$ cat config.mk
export PLATFORM = sky130hd
export DESIGN_NAME = ebp_top
export DESIGN_NICKNAME = d
export VERILOG_FILES = /design/src/include/ebp_pkg.sv /design/src/rtl/ebp_src_sel.sv /design/src/rtl/ebp_core.sv /design/src/rtl/ebp_top.sv
export SDC_FILE = /design/constraint.sdc
export NUM_CORES = 1
export LEC_CHECK = 0
export ABC_AREA = 1
export BUFFER_PORTS_ARGS = -buffer_cell sky130_fd_sc_hd__buf_2
export CAP_MARGIN = 0
export CORE_ASPECT_RATIO = 0.8
export CORE_MARGIN = 4
export CORE_UTILIZATION = 54
export DETAILED_ROUTE_END_ITERATION = 10
export PLACE_DENSITY = 0.79
export SYNTH_ARGS = -nofsm -noshare
export SYNTH_HDL_FRONTEND = slang
export SYNTH_SLANG_ARGS = --single-unit
$ cat constraint.sdc
create_clock -name clk_i -period 2.19 [get_ports clk_i]
set_input_delay 0.219 -clock clk_i [delete_from_list [all_inputs] [get_ports clk_i]]
set_output_delay 0.219 -clock clk_i [all_outputs]
set_load 0.02 [all_outputs]
$ cat src/include/ebp_pkg.sv
// Purpose: shared constants and types for the 8-bit pulse modulator
// Assumes: byte addresses on an AXI4-Lite bus, 32-bit data
// Notes:   fields sit in the low byte of each register, except the STATUS run and duty bits 8 and 9
package ebp_pkg;
	localparam int AW = 8;

	// Register byte offsets
	localparam logic [7:0] OFF_CTRL   = 8'h00;
	localparam logic [7:0] OFF_SRC    = 8'h04;
	localparam logic [7:0] OFF_ROUTE  = 8'h08;
	localparam logic [7:0] OFF_PERIOD = 8'h0c;
	localparam logic [7:0] OFF_THRESH = 8'h10;
	localparam logic [7:0] OFF_STATUS = 8'h14;

	// Control bit positions
	localparam int CTRL_RUN  = 0;
	localparam int CTRL_IEN  = 1;
	localparam int CTRL_TRIG = 2;
	localparam int CTRL_CMP  = 3;
	localparam int CTRL_POL  = 4;
	localparam int CTRL_SYNC = 5;
	// Source and routing field positions
	localparam int SRC_CLK   = 0;
	localparam int SRC_EN    = 4;
	localparam int RT_DUTY   = 0;
	localparam int RT_WRAP   = 4;
	// Status field positions
	localparam int ST_RUN    = 8;
	localparam int ST_DUTY   = 9;

	// Values after reset
	localparam logic [7:0] RST_PERIOD = 8'hff;
	localparam logic [7:0] RST_THRESH = 8'h00;

	localparam logic [1:0] RESP_OKAY   = 2'h0;
	localparam logic [1:0] RESP_SLVERR = 2'h2;

	// Clock synchronisation modes
	typedef enum logic [1:0] {
		SYNC_SYS,
		SYNC_DBL,
		SYNC_DIRECT,
		SYNC_NONE
	} ebp_sync_t;

	// Row bus routing: enable plus bus index
	typedef struct packed {
		logic       en;
		logic [1:0] bus;
	} ebp_route_t;

	// Software configuration
	typedef struct packed {
		logic       run;
		logic       irq_en;
		logic       irq_on_wrap;
		logic       cmp_le;
		logic       en_inv;
		ebp_sync_t  sync;
		logic [3:0] clk_sel;
		logic [3:0] en_sel;
		ebp_route_t duty_rt;
		ebp_route_t wrap_rt;
	} ebp_cfg_t;
endpackage

$ cat src/rtl/ebp_src_sel.sv
// Purpose: picks the counting clock and count enable from 16 sources
// Assumes: all sources are asynchronous pins or foreign logic
// Notes:   counting clock is turned into a one-cycle tick on clk_i
`timescale 1ns/100ps
module ebp_src_sel (
	input  wire logic               clk_i,
	input  wire logic               srst_i,
	input  wire logic [15:0]        clk_src_i,
	input  wire logic [15:0]        en_src_i,
	input  wire logic [3:0]         clk_sel_i,
	input  wire logic [3:0]         en_sel_i,
	input  wire ebp_pkg::ebp_sync_t sync_i,
	input  wire logic               en_inv_i,
	output logic                    tick_o,
	output logic                    cnt_en_o
);
	logic [15:0] clk_s1;
	logic [15:0] clk_s2;
	logic [15:0] en_s1;
	logic [15:0] en_s2;
	logic        sel_prev;
	wire logic   sel_clk;
	wire logic   is_direct;

	// Two-stage synchronisers; only the second stage is read
	always_ff @(posedge clk_i) begin
		if (srst_i) begin
			clk_s1   <= 16'h0000;
			clk_s2   <= 16'h0000;
			en_s1    <= 16'h0000;
			en_s2    <= 16'h0000;
			sel_prev <= 1'b0;
		end else begin
			clk_s1   <= clk_src_i;
			clk_s2   <= clk_s1;
			en_s1    <= en_src_i;
			en_s2    <= en_s1;
			sel_prev <= sel_clk;
		end
	end

	// Selection and edge detect
	assign sel_clk   = clk_s2[clk_sel_i];
	assign is_direct = (sync_i == ebp_pkg::SYNC_DIRECT);
	// Direct mode ignores the selector and counts every clk_i cycle
	assign tick_o    = is_direct | (sel_clk & ~sel_prev);
	// Other modes share one edge detector: only clk_i exists here
	assign cnt_en_o  = en_s2[en_sel_i] ^ en_inv_i;
endmodule

$ cat src/rtl/ebp_core.sv
// Purpose: down counter, reload, duty compare and wrap pulse
// Assumes: tick_i is a one-cycle enable of the counting clock
// Notes:   stopped state holds the count unless load_i loads it, and forces duty low
`timescale 1ns/100ps
module ebp_core (
	input  wire logic       clk_i,
	input  wire logic       srst_i,
	input  wire logic       run_i,
	input  wire logic       tick_i,
	input  wire logic       cnt_en_i,
	input  wire logic       cmp_le_i,
	input  wire logic [7:0] period_i,
	input  wire logic [7:0] thresh_i,
	input  wire logic       load_i,
	input  wire logic [7:0] load_val_i,
	output logic [7:0]      count_o,
	output logic            duty_o,
	output logic            wrap_o
);
	wire logic cmp_now;
	wire logic at_zero;
	wire logic step;

	// Strict or inclusive compare of count against threshold
	function automatic logic duty_cmp(input logic le, input logic [7:0] c,
		input logic [7:0] t);
		duty_cmp = le ? (c <= t) : (c < t);
	endfunction

	assign cmp_now = duty_cmp(cmp_le_i, count_o, thresh_i);
	assign at_zero = (count_o == 8'h00);
	assign step    = run_i & tick_i & cnt_en_i;

	// Counter: P+1 ticks per period since zero is a counted state
	always_ff @(posedge clk_i) begin
		if (srst_i) begin
			count_o <= ebp_pkg::RST_PERIOD;
		end else if (!run_i && load_i) begin
			count_o <= load_val_i;
		end else if (step && at_zero) begin
			count_o <= period_i;
		end else if (step) begin
			count_o <= count_o - 8'h01;
		end
	end

	// Duty shows last tick's compare; wrap marks the reload edge
	always_ff @(posedge clk_i) begin
		if (srst_i || !run_i) begin
			duty_o <= 1'b0;
			wrap_o <= 1'b0;
		end else begin
			wrap_o <= step & at_zero;
			if (tick_i) begin
				duty_o <= cmp_now;
			end
		end
	end
endmodule

$ cat src/rtl/ebp_top.sv
// Purpose: 8-bit pulse modulator with AXI4-Lite register access
// Assumes: one clock clk_i, synchronous reset, sources are async pins
// Notes on behaviour
// - counting clock is chosen from sixteen sources.
// - count enable is chosen from sixteen sources.
// - active enable counts continuously; inactive enable holds the count.
// - duty bus routing selectable or off; interrupts unaffected.
// - duty output always reaches next block and analog clock muxes.
// - wrap pulse is an auxiliary output, off or on any row bus.
// - period is eight bits, any value 0 to 255.
// - output period equals stored period plus one counting clocks.
// - interrupt source is duty rising edge or terminal count.
// - interrupts pass only when the separate enable is set.
// - duty compare is strict less-than or less-or-equal.
// - first sync mode aligns the source to the system clock.
// - second sync mode aligns to the doubled system clock; here it uses the same two-stage clk_i synchroniser.
// - direct mode feeds the system clock, overriding the selector.
// - an unsynchronised mode exists for sleep or doubled clock; here it still goes through the two-stage clk_i synchroniser.
// - enable polarity selects active-high or active-low enable.
// - running counter decrements when enabled and reloads after zero.
// - period write loads the count when stopped, else at reload.
// - duty low while stopped, else compare shown one edge later.
// - wrap pulse is high at the reload edge.
//
// Chosen here: the register addresses and the AXI4-Lite register port.
`timescale 1ns/100ps
module ebp_top (
	input  wire logic        clk_i,
	input  wire logic        srst_i,
	input  wire logic [7:0]  s_axi_awaddr_i,
	input  wire logic        s_axi_awvalid_i,
	output logic             s_axi_awready_o,
	input  wire logic [31:0] s_axi_wdata_i,
	input  wire logic [3:0]  s_axi_wstrb_i,
	input  wire logic        s_axi_wvalid_i,
	output logic             s_axi_wready_o,
	output logic [1:0]       s_axi_bresp_o,
	output logic             s_axi_bvalid_o,
	input  wire logic        s_axi_bready_i,
	input  wire logic [7:0]  s_axi_araddr_i,
	input  wire logic        s_axi_arvalid_i,
	output logic             s_axi_arready_o,
	output logic [31:0]      s_axi_rdata_o,
	output logic [1:0]       s_axi_rresp_o,
	output logic             s_axi_rvalid_o,
	input  wire logic        s_axi_rready_i,
	input  wire logic [15:0] clk_src_i,
	input  wire logic [15:0] en_src_i,
	output logic             duty_o,
	output logic [3:0]       row_bus_o,
	output logic             wrap_o,
	output logic             irq_o
);
	ebp_pkg::ebp_cfg_t cfg;
	logic [7:0]        period;
	logic [7:0]        thresh;
	logic [7:0]        aw_addr;
	logic [7:0]        w_data;
	logic              w_lane0;
	logic              duty_d;
	wire logic [7:0]   count;
	wire logic         core_duty;
	wire logic         core_wrap;
	wire logic         tick;
	wire logic         cnt_en;

	// Steers a one-bit signal onto one of four row buses
	// An unrouted signal or a low level leaves every bus low
	function automatic logic [3:0] route(input ebp_pkg::ebp_route_t r,
		input logic s);
		route = (r.en && s) ? 4'(4'h1 << r.bus) : 4'h0;
	endfunction

	// Register address decode for writes
	// Only exact word offsets match; anything else answers SLVERR
	wire logic wr_fire;
	wire logic wr_ctrl;
	wire logic wr_src;
	wire logic wr_route;
	wire logic wr_period;
	wire logic wr_thresh;
	wire logic wr_stat;
	wire logic wr_hit;
	wire logic per_load;
	// High for one cycle, after the later of AW and W is taken
	assign wr_fire   = !s_axi_awready_o && !s_axi_wready_o &&
		!s_axi_bvalid_o;
	assign wr_ctrl   = (aw_addr == ebp_pkg::OFF_CTRL);
	assign wr_src    = (aw_addr == ebp_pkg::OFF_SRC);
	assign wr_route  = (aw_addr == ebp_pkg::OFF_ROUTE);
	assign wr_period = (aw_addr == ebp_pkg::OFF_PERIOD);
	assign wr_thresh = (aw_addr == ebp_pkg::OFF_THRESH);
	assign wr_stat   = (aw_addr == ebp_pkg::OFF_STATUS);
	// STATUS counts as a hit: the write is answered OKAY and ignored
	assign wr_hit    = wr_ctrl | wr_src | wr_route | wr_period |
		wr_thresh | wr_stat;
	// Stopped period write also loads the counter
	assign per_load  = wr_fire && wr_period && w_lane0 && !cfg.run;

	// Read decode: unmapped reads give zero data and SLVERR
	logic [31:0] rd_word;
	logic        rd_hit;
	always_comb begin
		rd_hit  = 1'b1;
		rd_word = 32'h0000_0000;
		if (s_axi_araddr_i == ebp_pkg::OFF_CTRL) begin
			rd_word[7:0] = {1'b0, cfg.sync, cfg.en_inv, cfg.cmp_le,
				cfg.irq_on_wrap, cfg.irq_en, cfg.run};
		end else if (s_axi_araddr_i == ebp_pkg::OFF_SRC) begin
			rd_word[7:0] = {cfg.en_sel, cfg.clk_sel};
		end else if (s_axi_araddr_i == ebp_pkg::OFF_ROUTE) begin
			rd_word[7:0] = {1'b0, cfg.wrap_rt, 1'b0, cfg.duty_rt};
		end else if (s_axi_araddr_i == ebp_pkg::OFF_PERIOD) begin
			rd_word[7:0] = period;
		end else if (s_axi_araddr_i == ebp_pkg::OFF_THRESH) begin
			rd_word[7:0] = thresh;
		end else if (s_axi_araddr_i == ebp_pkg::OFF_STATUS) begin
			// Count read has no side effect on the threshold
			rd_word[7:0]            = count;
			rd_word[ebp_pkg::ST_RUN]  = cfg.run;
			rd_word[ebp_pkg::ST_DUTY] = core_duty;
		end else begin
			rd_hit = 1'b0;
		end
	end

	// Write channels: address and data taken in either order
	always_ff @(posedge clk_i) begin
		if (srst_i) begin
			s_axi_awready_o <= 1'b1;
			s_axi_wready_o  <= 1'b1;
			s_axi_bvalid_o  <= 1'b0;
			s_axi_bresp_o   <= ebp_pkg::RESP_OKAY;
			aw_addr         <= 8'h00;
			w_data          <= 8'h00;
			w_lane0         <= 1'b0;
		end else begin
			if (s_axi_awvalid_i && s_axi_awready_o) begin
				s_axi_awready_o <= 1'b0;
				aw_addr         <= s_axi_awaddr_i;
			end
			if (s_axi_wvalid_i && s_axi_wready_o) begin
				s_axi_wready_o <= 1'b0;
				w_data         <= s_axi_wdata_i[7:0];
				w_lane0        <= s_axi_wstrb_i[0];
			end
			if (wr_fire) begin
				s_axi_bvalid_o <= 1'b1;
				s_axi_bresp_o  <= wr_hit ? ebp_pkg::RESP_OKAY :
					ebp_pkg::RESP_SLVERR;
			end else if (s_axi_bvalid_o && s_axi_bready_i) begin
				s_axi_bvalid_o  <= 1'b0;
				s_axi_awready_o <= 1'b1;
				s_axi_wready_o  <= 1'b1;
			end
		end
	end

	// Read channel: one read in flight, answer one edge after address
	always_ff @(posedge clk_i) begin
		if (srst_i) begin
			s_axi_arready_o <= 1'b1;
			s_axi_rvalid_o  <= 1'b0;
			s_axi_rdata_o   <= 32'h0000_0000;
			s_axi_rresp_o   <= ebp_pkg::RESP_OKAY;
		end else if (s_axi_arvalid_i && s_axi_arready_o) begin
			s_axi_arready_o <= 1'b0;
			s_axi_rvalid_o  <= 1'b1;
			s_axi_rdata_o   <= rd_word;
			s_axi_rresp_o   <= rd_hit ? ebp_pkg::RESP_OKAY :
				ebp_pkg::RESP_SLVERR;
		end else if (s_axi_rvalid_o && s_axi_rready_i) begin
			s_axi_rvalid_o  <= 1'b0;
			s_axi_arready_o <= 1'b1;
		end
	end

	// Configuration registers; only byte lane 0 holds fields
	// A write with lane 0 strobe low is answered OKAY and changes nothing
	always_ff @(posedge clk_i) begin
		if (srst_i) begin
			cfg    <= '0;
			period <= ebp_pkg::RST_PERIOD;
			thresh <= ebp_pkg::RST_THRESH;
		end else if (wr_fire && w_lane0) begin
			if (wr_ctrl) begin
				cfg.run         <= w_data[ebp_pkg::CTRL_RUN];
				cfg.irq_en      <= w_data[ebp_pkg::CTRL_IEN];
				cfg.irq_on_wrap <= w_data[ebp_pkg::CTRL_TRIG];
				cfg.cmp_le      <= w_data[ebp_pkg::CTRL_CMP];
				cfg.en_inv      <= w_data[ebp_pkg::CTRL_POL];
				cfg.sync <= ebp_pkg::ebp_sync_t'(
					w_data[ebp_pkg::CTRL_SYNC +: 2]);
			end
			if (wr_src) begin
				cfg.clk_sel <= w_data[ebp_pkg::SRC_CLK +: 4];
				cfg.en_sel  <= w_data[ebp_pkg::SRC_EN +: 4];
			end
			if (wr_route) begin
				cfg.duty_rt <= w_data[ebp_pkg::RT_DUTY +: 3];
				cfg.wrap_rt <= w_data[ebp_pkg::RT_WRAP +: 3];
			end
			if (wr_period) begin
				period <= w_data;
			end
			if (wr_thresh) begin
				// Unbuffered: takes effect on the next tick
				thresh <= w_data;
			end
		end
	end

	ebp_src_sel u_src (
		.clk_i     (clk_i),
		.srst_i    (srst_i),
		.clk_src_i (clk_src_i),
		.en_src_i  (en_src_i),
		.clk_sel_i (cfg.clk_sel),
		.en_sel_i  (cfg.en_sel),
		.sync_i    (cfg.sync),
		.en_inv_i  (cfg.en_inv),
		.tick_o    (tick),
		.cnt_en_o  (cnt_en)
	);

	ebp_core u_core (
		.clk_i      (clk_i),
		.srst_i     (srst_i),
		.run_i      (cfg.run),
		.tick_i     (tick),
		.cnt_en_i   (cnt_en),
		.cmp_le_i   (cfg.cmp_le),
		.period_i   (period),
		.thresh_i   (thresh),
		.load_i     (per_load),
		.load_val_i (w_data),
		.count_o    (count),
		.duty_o     (core_duty),
		.wrap_o     (core_wrap)
	);

	// Pin stage: outputs registered, so all lag the core by one cycle
	// duty_d keeps the last core duty for the rising-edge interrupt
	always_ff @(posedge clk_i) begin
		if (srst_i) begin
			duty_o    <= 1'b0;
			duty_d    <= 1'b0;
			wrap_o    <= 1'b0;
			row_bus_o <= 4'h0;
			irq_o     <= 1'b0;
		end else begin
			duty_o    <= core_duty;
			duty_d    <= core_duty;
			wrap_o    <= core_wrap;
			row_bus_o <= route(cfg.duty_rt, core_duty) |
				route(cfg.wrap_rt, core_wrap);
			// Trigger picks the event; enable gates it independently
			irq_o <= cfg.irq_en && (cfg.irq_on_wrap ? core_wrap :
				(core_duty && !duty_d));
		end
	end
endmodule

## Word-level counts from Yosys, hierarchy flattened

Cells that the tools add are included.

- Order comparisons: 4
- Reduce and logical (&&, ||, !) cells: 34
- $mul: 0
- Bitwise gates (word level): 13
- $add $sub $neg: 1
- Muxes and demuxes: 42
- Shifts and indexed selects: 2
- Divide/modulo/power cells: 0
- Equality and inequality tests: 11

Operators by type and width:

| operator | count |
|---|---|
| $mux W8 | 8 |
| $eq A8 B4 Y1 const B | 4 |
| $eq A8 B5 Y1 const B | 4 |
| $logic_not A8 Y1 | 3 |
| $mux W1 | 22 |
| $logic_and A1 B1 Y1 | 17 |
| $eq A8 B3 Y1 const B | 2 |
| $mux W2 | 7 |
| $lt A4 B5 Y1 const B | 2 |
| $mux W10 | 1 |
| $reduce_and A2 Y1 | 5 |
| $bmux W1 S4 | 2 |
| $le A8 B8 Y1 | 1 |
| $lt A8 B8 Y1 | 1 |
| $mux W4 | 2 |
| $shl A1 B2 Y4 const A | 2 |
| $sub A8 B1 Y8 const B | 1 |
| $or A1 B1 Y1 | 6 |
| $logic_not A1 Y1 | 5 |
| $and A1 B1 Y1 | 4 |
| $or A4 B4 Y4 | 1 |
| $reduce_bool A2 Y1 | 2 |
| $reduce_bool A3 Y1 | 1 |
| $eq A2 B2 Y1 const B | 1 |
| other kinds (3) | 3 |

- Bits in latches: 0
- Flip-flop bits (word level): 155
- RAM bits: 0
- Memories: 0
- Memory bits (read-only): 0

## Depth between registers and ports, before layout

- Word-level depth: 9
- Gate-level depth with buffers: 16

## Modules after synthesis

From an unflattened synthesis, not the netlist that was laid out.

- Cell total of the unflattened synthesis: 954
- Area, all modules: 6862.8 sq um

Modules (own cells, without submodules):

| module | area an instance (sq um) | cells each | times used |
|---|---|---|---|
| ebp_top | 3513.4 | 473 | 1 |
| ebp_src_sel | 2307.2 | 309 | 1 |
| ebp_core | 1042.2 | 172 | 1 |

## Worst setup path after synthesis

No wires, ideal clock.

- Path kind: register -> register
- From: reg u_core.count_o[0]
- To: reg u_core.count_o[3]
- Cell stages (with the launch flop): 11
- Path slack: 0.535 ns
- Buffers on the path: 0
- Arrival time: 1.522 ns
- Cell sequence: dfxtp_1 > inv_1 > ha_1 > nand2_1 > nor2_2 > nand4_1 > nor2_2 > inv_2 > or2_0 > o211ai_1 > nand4_1

- Longest elaborated chain between the ends: 4
- Elaborated cells between the ends (all ways): 7
- Those cells by class: add/sub: 1; mux: 3; reduce/logical: 3

Ends and longest elaborated chain:

| what | line | text |
|---|---|---|
| from (decl) | ebp_core.sv:16 | `output logic [7:0] count_o,` |
| from (signal assigned) | ebp_core.sv:37 | `count_o <= ebp_pkg::RST_PERIOD;` |
| from (signal assigned) | ebp_core.sv:39 | `count_o <= load_val_i;` |
| from (signal assigned) | ebp_core.sv:41 | `count_o <= period_i;` |
| $sub A8 B1 Y8 / $logic_not A8 Y1 (equally long branches) | ebp_core.sv:43, ebp_core.sv:31 |  |
| $mux W8 / $logic_and A1 B1 Y1 (equally long branches) | ebp_core.sv:42, ebp_core.sv:40 |  |
| $mux W8 | ebp_core.sv:40 | `end else if (step && at_zero) begin` |
| $mux W8 | ebp_core.sv:38 | `end else if (!run_i && load_i) begin` |

Parallel ways exist; a longest one is shown, timed or not. The select of a mux whose other input is x is not followed.
A chain may end at the register's enable or synchronous reset.

## Worst setup path after layout

- From: reg cfg[6] (netlist name)
- To: reg u_core.count_o[7]

- Longest elaborated chain between the ends: 7
- Elaborated cells between the ends (all ways): 8
- Those cells by class: mux: 4; bitwise: 2; reduce/logical: 2

Ends and longest elaborated chain:

| what | line | text |
|---|---|---|
| from (decl) | ebp_top.sv:54 | `ebp_pkg::ebp_cfg_t cfg;` |
| $bmux W1 S4 * | ebp_src_sel.sv:48 | `assign cnt_en_o = en_s2[en_sel_i] ^ en_inv_i;` |
| $mux W1 (implied by the code) * | ebp_src_sel.sv:48 |  |
| $xor A1 B1 Y1 * | ebp_src_sel.sv:48 |  |
| $and A1 B1 Y1 * | ebp_core.sv:32 | `assign step = run_i & tick_i & cnt_en_i;` |
| $logic_and A1 B1 Y1 | ebp_core.sv:40 |  |
| $mux W8 | ebp_core.sv:40 |  |
| $mux W8 | ebp_core.sv:38 |  |

Every way passes the cells marked *; elsewhere a longest branch is shown, timed or not. The select of a mux whose other input is x is not followed.

==> run_results.csv <==
group,metric,value,unit
run_status,outcome,"finished clean",
synth,synth_cell_types,44,
setup_path,critPathTopFamily,"simple AND/OR/NAND/NOR gates",
global_route,grt_pass1_vias,5187,
setup_path,crit_chain,"inv_8 > nand2_2 > nand3_1 > nand3_2 > nand3_2 > nand3_2 > nand3_2 > nor2_8 > nor2_8 > nand2_1 > nand2_1 > clkinv_1 > nand2_1",
timing,period_share,0.903,
placement,hpwl,10300,microns
timing,finalSetupTns,0,ps
min_path,hold_path_startpoint,"en_src_i[6]",
clock_tree,clock_tree.root_cell,"clkbuf_16",
timing,fmax,0.506,GHz
route,viasPerCell,4.98,
setup_path,cp_max_fo,10,
final_layout,final_nets,1056,
final_layout,insertedDiodeCount,0,
placement,placedCellCount,1069,
setup_path,crit_slowest_cell,"dfxtp_1",
clock_tree,postCtsSetupBuffers,0,
pwr,powerDensity,810,nW/um^2
timing,hold_viol_final,0,
synth,synth_cells,853,
global_route,grt_max_degree,81,
floorplanning,rows,35,
pwr,power,6.34,mW
setup_path,arrival,2280,ps
floorplanning,start_util,0.562,
synth,synth-seq-cells,153,
floorplanning,boundaryPins,139,
pwr,power.internal,4.88,mW
clock_tree,cts_tree,"yes",
setup_path,required,2500,ps
global_route,antenna_found_initial,0,
pwr,leakagePower,3.69,nW
global_route,gr-total-overflow,0,
clock_tree,cts_buffers,17,
synth,yosysWarnings,0,
pwr,clockPowerShare,0.470,
final_layout,mostFrequentLayoutCell,"inv_1",
pwr,pwr-share-seq,0.462,
setup_path,crit_path_start_kind,"flip-flop",
timing,slew_violations,0,
synth,synthFlopType,"dfxtp_1",
pwr,p_comb_frac,0.068,
timing,rsz0062_at_grt,"no",
route,dr.first_iter.drc_count,365,
min_path,holdCritPathClass,"in -> reg",
clock_tree,htreeDepth,4,
final_layout,nFillCells,949,
setup_path,critPathKind,"reg -> reg",
final_layout,most-common-layout-cells,"inv_1 (158), dfxtp_1 (152), nand2_1 (122)",
floorplanning,dieArea,14000,sq um
route,drc,0,
timing,min_period,1980,ps
clock_tree,cts.clk_slew.worst_paths,60,ps
timing,finalSetupViolCount,0,
synth,synth_edf_count,0,
timing,relSlewSlack,0.602,
setup_path,max_stage_delay,610,ps
setup_path,critPathBufInv,2,
pwr,switching_share,0.229,
route,wire_per_inst,13.6,microns
floorplanning,coreArea,11700,sq um
setup_path,startpoint,"cfg[6]",
placement,place.gp.congestion,0.941,
route,ant_nets,0,
setup_path,rr_startpoint,"cfg[6]",
clock_tree,cts_buffer_depth,2,
clock_tree,cts_sinks,153,
synth,synth_seq_area_share,0.466,
placement,portBuffers,87,
pwr,vdd_drop_max,0.612,mV
setup_path,cp_common_cell,"nand3_2",
route,dr.pass1.iters,5,
synth,synth_area,6570,sq um
pwr,power.switching,1.45,mW
synth,synthArstFlopShare,0,
final_layout,syn_to_final_growth,19.0,%
global_route,grt_pass1_wl,24800,microns
floorplanning,die-width,131,microns
route,vias,5563,
timing,worst_pin_slew,592,ps
route,wl,15200,microns
final_layout,stdcell_count,1117,
timing,clock_skew,9.91,ps
job,maxCapViolCount,0,
final_layout,layout-drive-gt1-share,0.171,
clock_tree,insertion_delay,420,ps
global_route,grt_usage,0.218,
setup_path,cp-end-kind,"flip-flop",
synth,syn_avg_cell_area,7.70,sq um
floorplanning,die_h,107,microns
==> synthesized netlist by cell type, types with 5 or more instances <==
master / count / area share
nor2_1: 100 / 0.057
o211ai_1: 19 / 0.022
nand3_1: 43 / 0.033
xor2_1: 5 / 0.0067
a21oi_1: 63 / 0.048
a211oi_1: 6 / 0.0069
o21ai_0: 47 / 0.036
o22ai_1: 6 / 0.0057
nand2_2: 10 / 0.0095
buf_4: 27 / 0.031
nand4_1: 8 / 0.0076
nand2_1: 122 / 0.070
ha_1: 9 / 0.017
inv_2: 5 / 0.0029
inv_1: 158 / 0.090
nand3_2: 8 / 0.012
dfxtp_1: 153 / 0.47
clkbuf_1: 18 / 0.010
==> layout make-up <==
class | instances | area, sq um | area share
clock buffers | 21 | 460 | 0.0589
repair buffers | 109 | 666 | 0.0851
flip-flops and latches | 153 | 3060 | 0.392
inverters | 169 | 649 | 0.0830
clock inverters | 11 | 145 | 0.0186
multi-input cells | 506 | 2650 | 0.339
well taps | 148 | 185 | 0.0237
==> worst reg2reg max path: stages (launching register included) <==
cell	delay, ps
dfxtp_1	610
inv_8	90
nand2_2	70
nand3_1	80
nand3_2	90
nand3_2	120
nand3_2	120
nand3_2	130
nor2_8	220
nor2_8	80
nand2_1	80
nand2_1	80
clkinv_1	60
nand2_1	40
==> layer usage <==
layer  vias to the layer above  global-route usage  share of wire
met5                         -                   0              0
li1                       2853                   -              -
met1                      2478               0.279           0.45
met3                        24              0.0610          0.079
met4                         0              0.0697          0.019
met2                       208               0.359           0.46
==> power by group through the flow <==
stage | combinational [mW] | clock, mW | sequential [mW]
after floorplan | 0.288 | 0 | 2.99
after detailed placement | 0.406 | 0 | 2.99
after global routing | 0.486 | 3.12 | 2.93
after CTS | 0.431 | 3.00 | 2.93
after global placement | 0.395 | 0 | 2.98
final | 0.432 | 2.98 | 2.93
==> sequential cells by signal, indices dropped and copies added (netlist names), 4 cells and up <==
name	count
thresh	8
row_bus_o	4
cfg	21
aw_addr	8
w_data	8
u_src.clk_s2	16
period	8
s_axi_rdata_o	10
u_src.en_s1	16
u_src.en_s2	16
u_core.count_o	8
u_src.clk_s1	16
==> stage by stage <==
stage                     hold slack (ps)   util  setup WS [ps]  cell area [sq um]
final                                6.26  0.669            213               7820
after global routing                 5.23  0.669           43.4               7820
after CTS                           0.428  0.668            161               7820
after detailed placement              393  0.603            251               7050
after global placement                393  0.603            323               7050
after floorplan                       309      -            535               6660
==> cell families (layout without fill, tap and decap cells) <==
group,after synthesis,after routing,share of synthesized area
AOI/OAI and AO/OA,156,156,0.138
xor gates and xnor gates,5,5,0.00667
adders and majority gates,9,9,0.0171
buffers and inverters,217,310,0.144
DFF,153,153,0.466
other,1,24,0.000571
and+or+nand+nor,312,312,0.228
==> worst paths after layout <==
check	cells past startpoint	slack, ps	endpoint
setup / recovery	13	210	u_core.count_o[7]
hold reg to reg	2	400	u_src.en_s2[13]
setup reg to reg	13	210	u_core.count_o[7]
hold / removal	3	6	u_src.en_s1[6]
==> timing repair <==
action,CTS,global route
hold endpoints to repair,16,0
hold buffers,16,0
resized for setup,0,2
endpoints found under the setup margin,0,2
(Power assumes the default switching activity.)
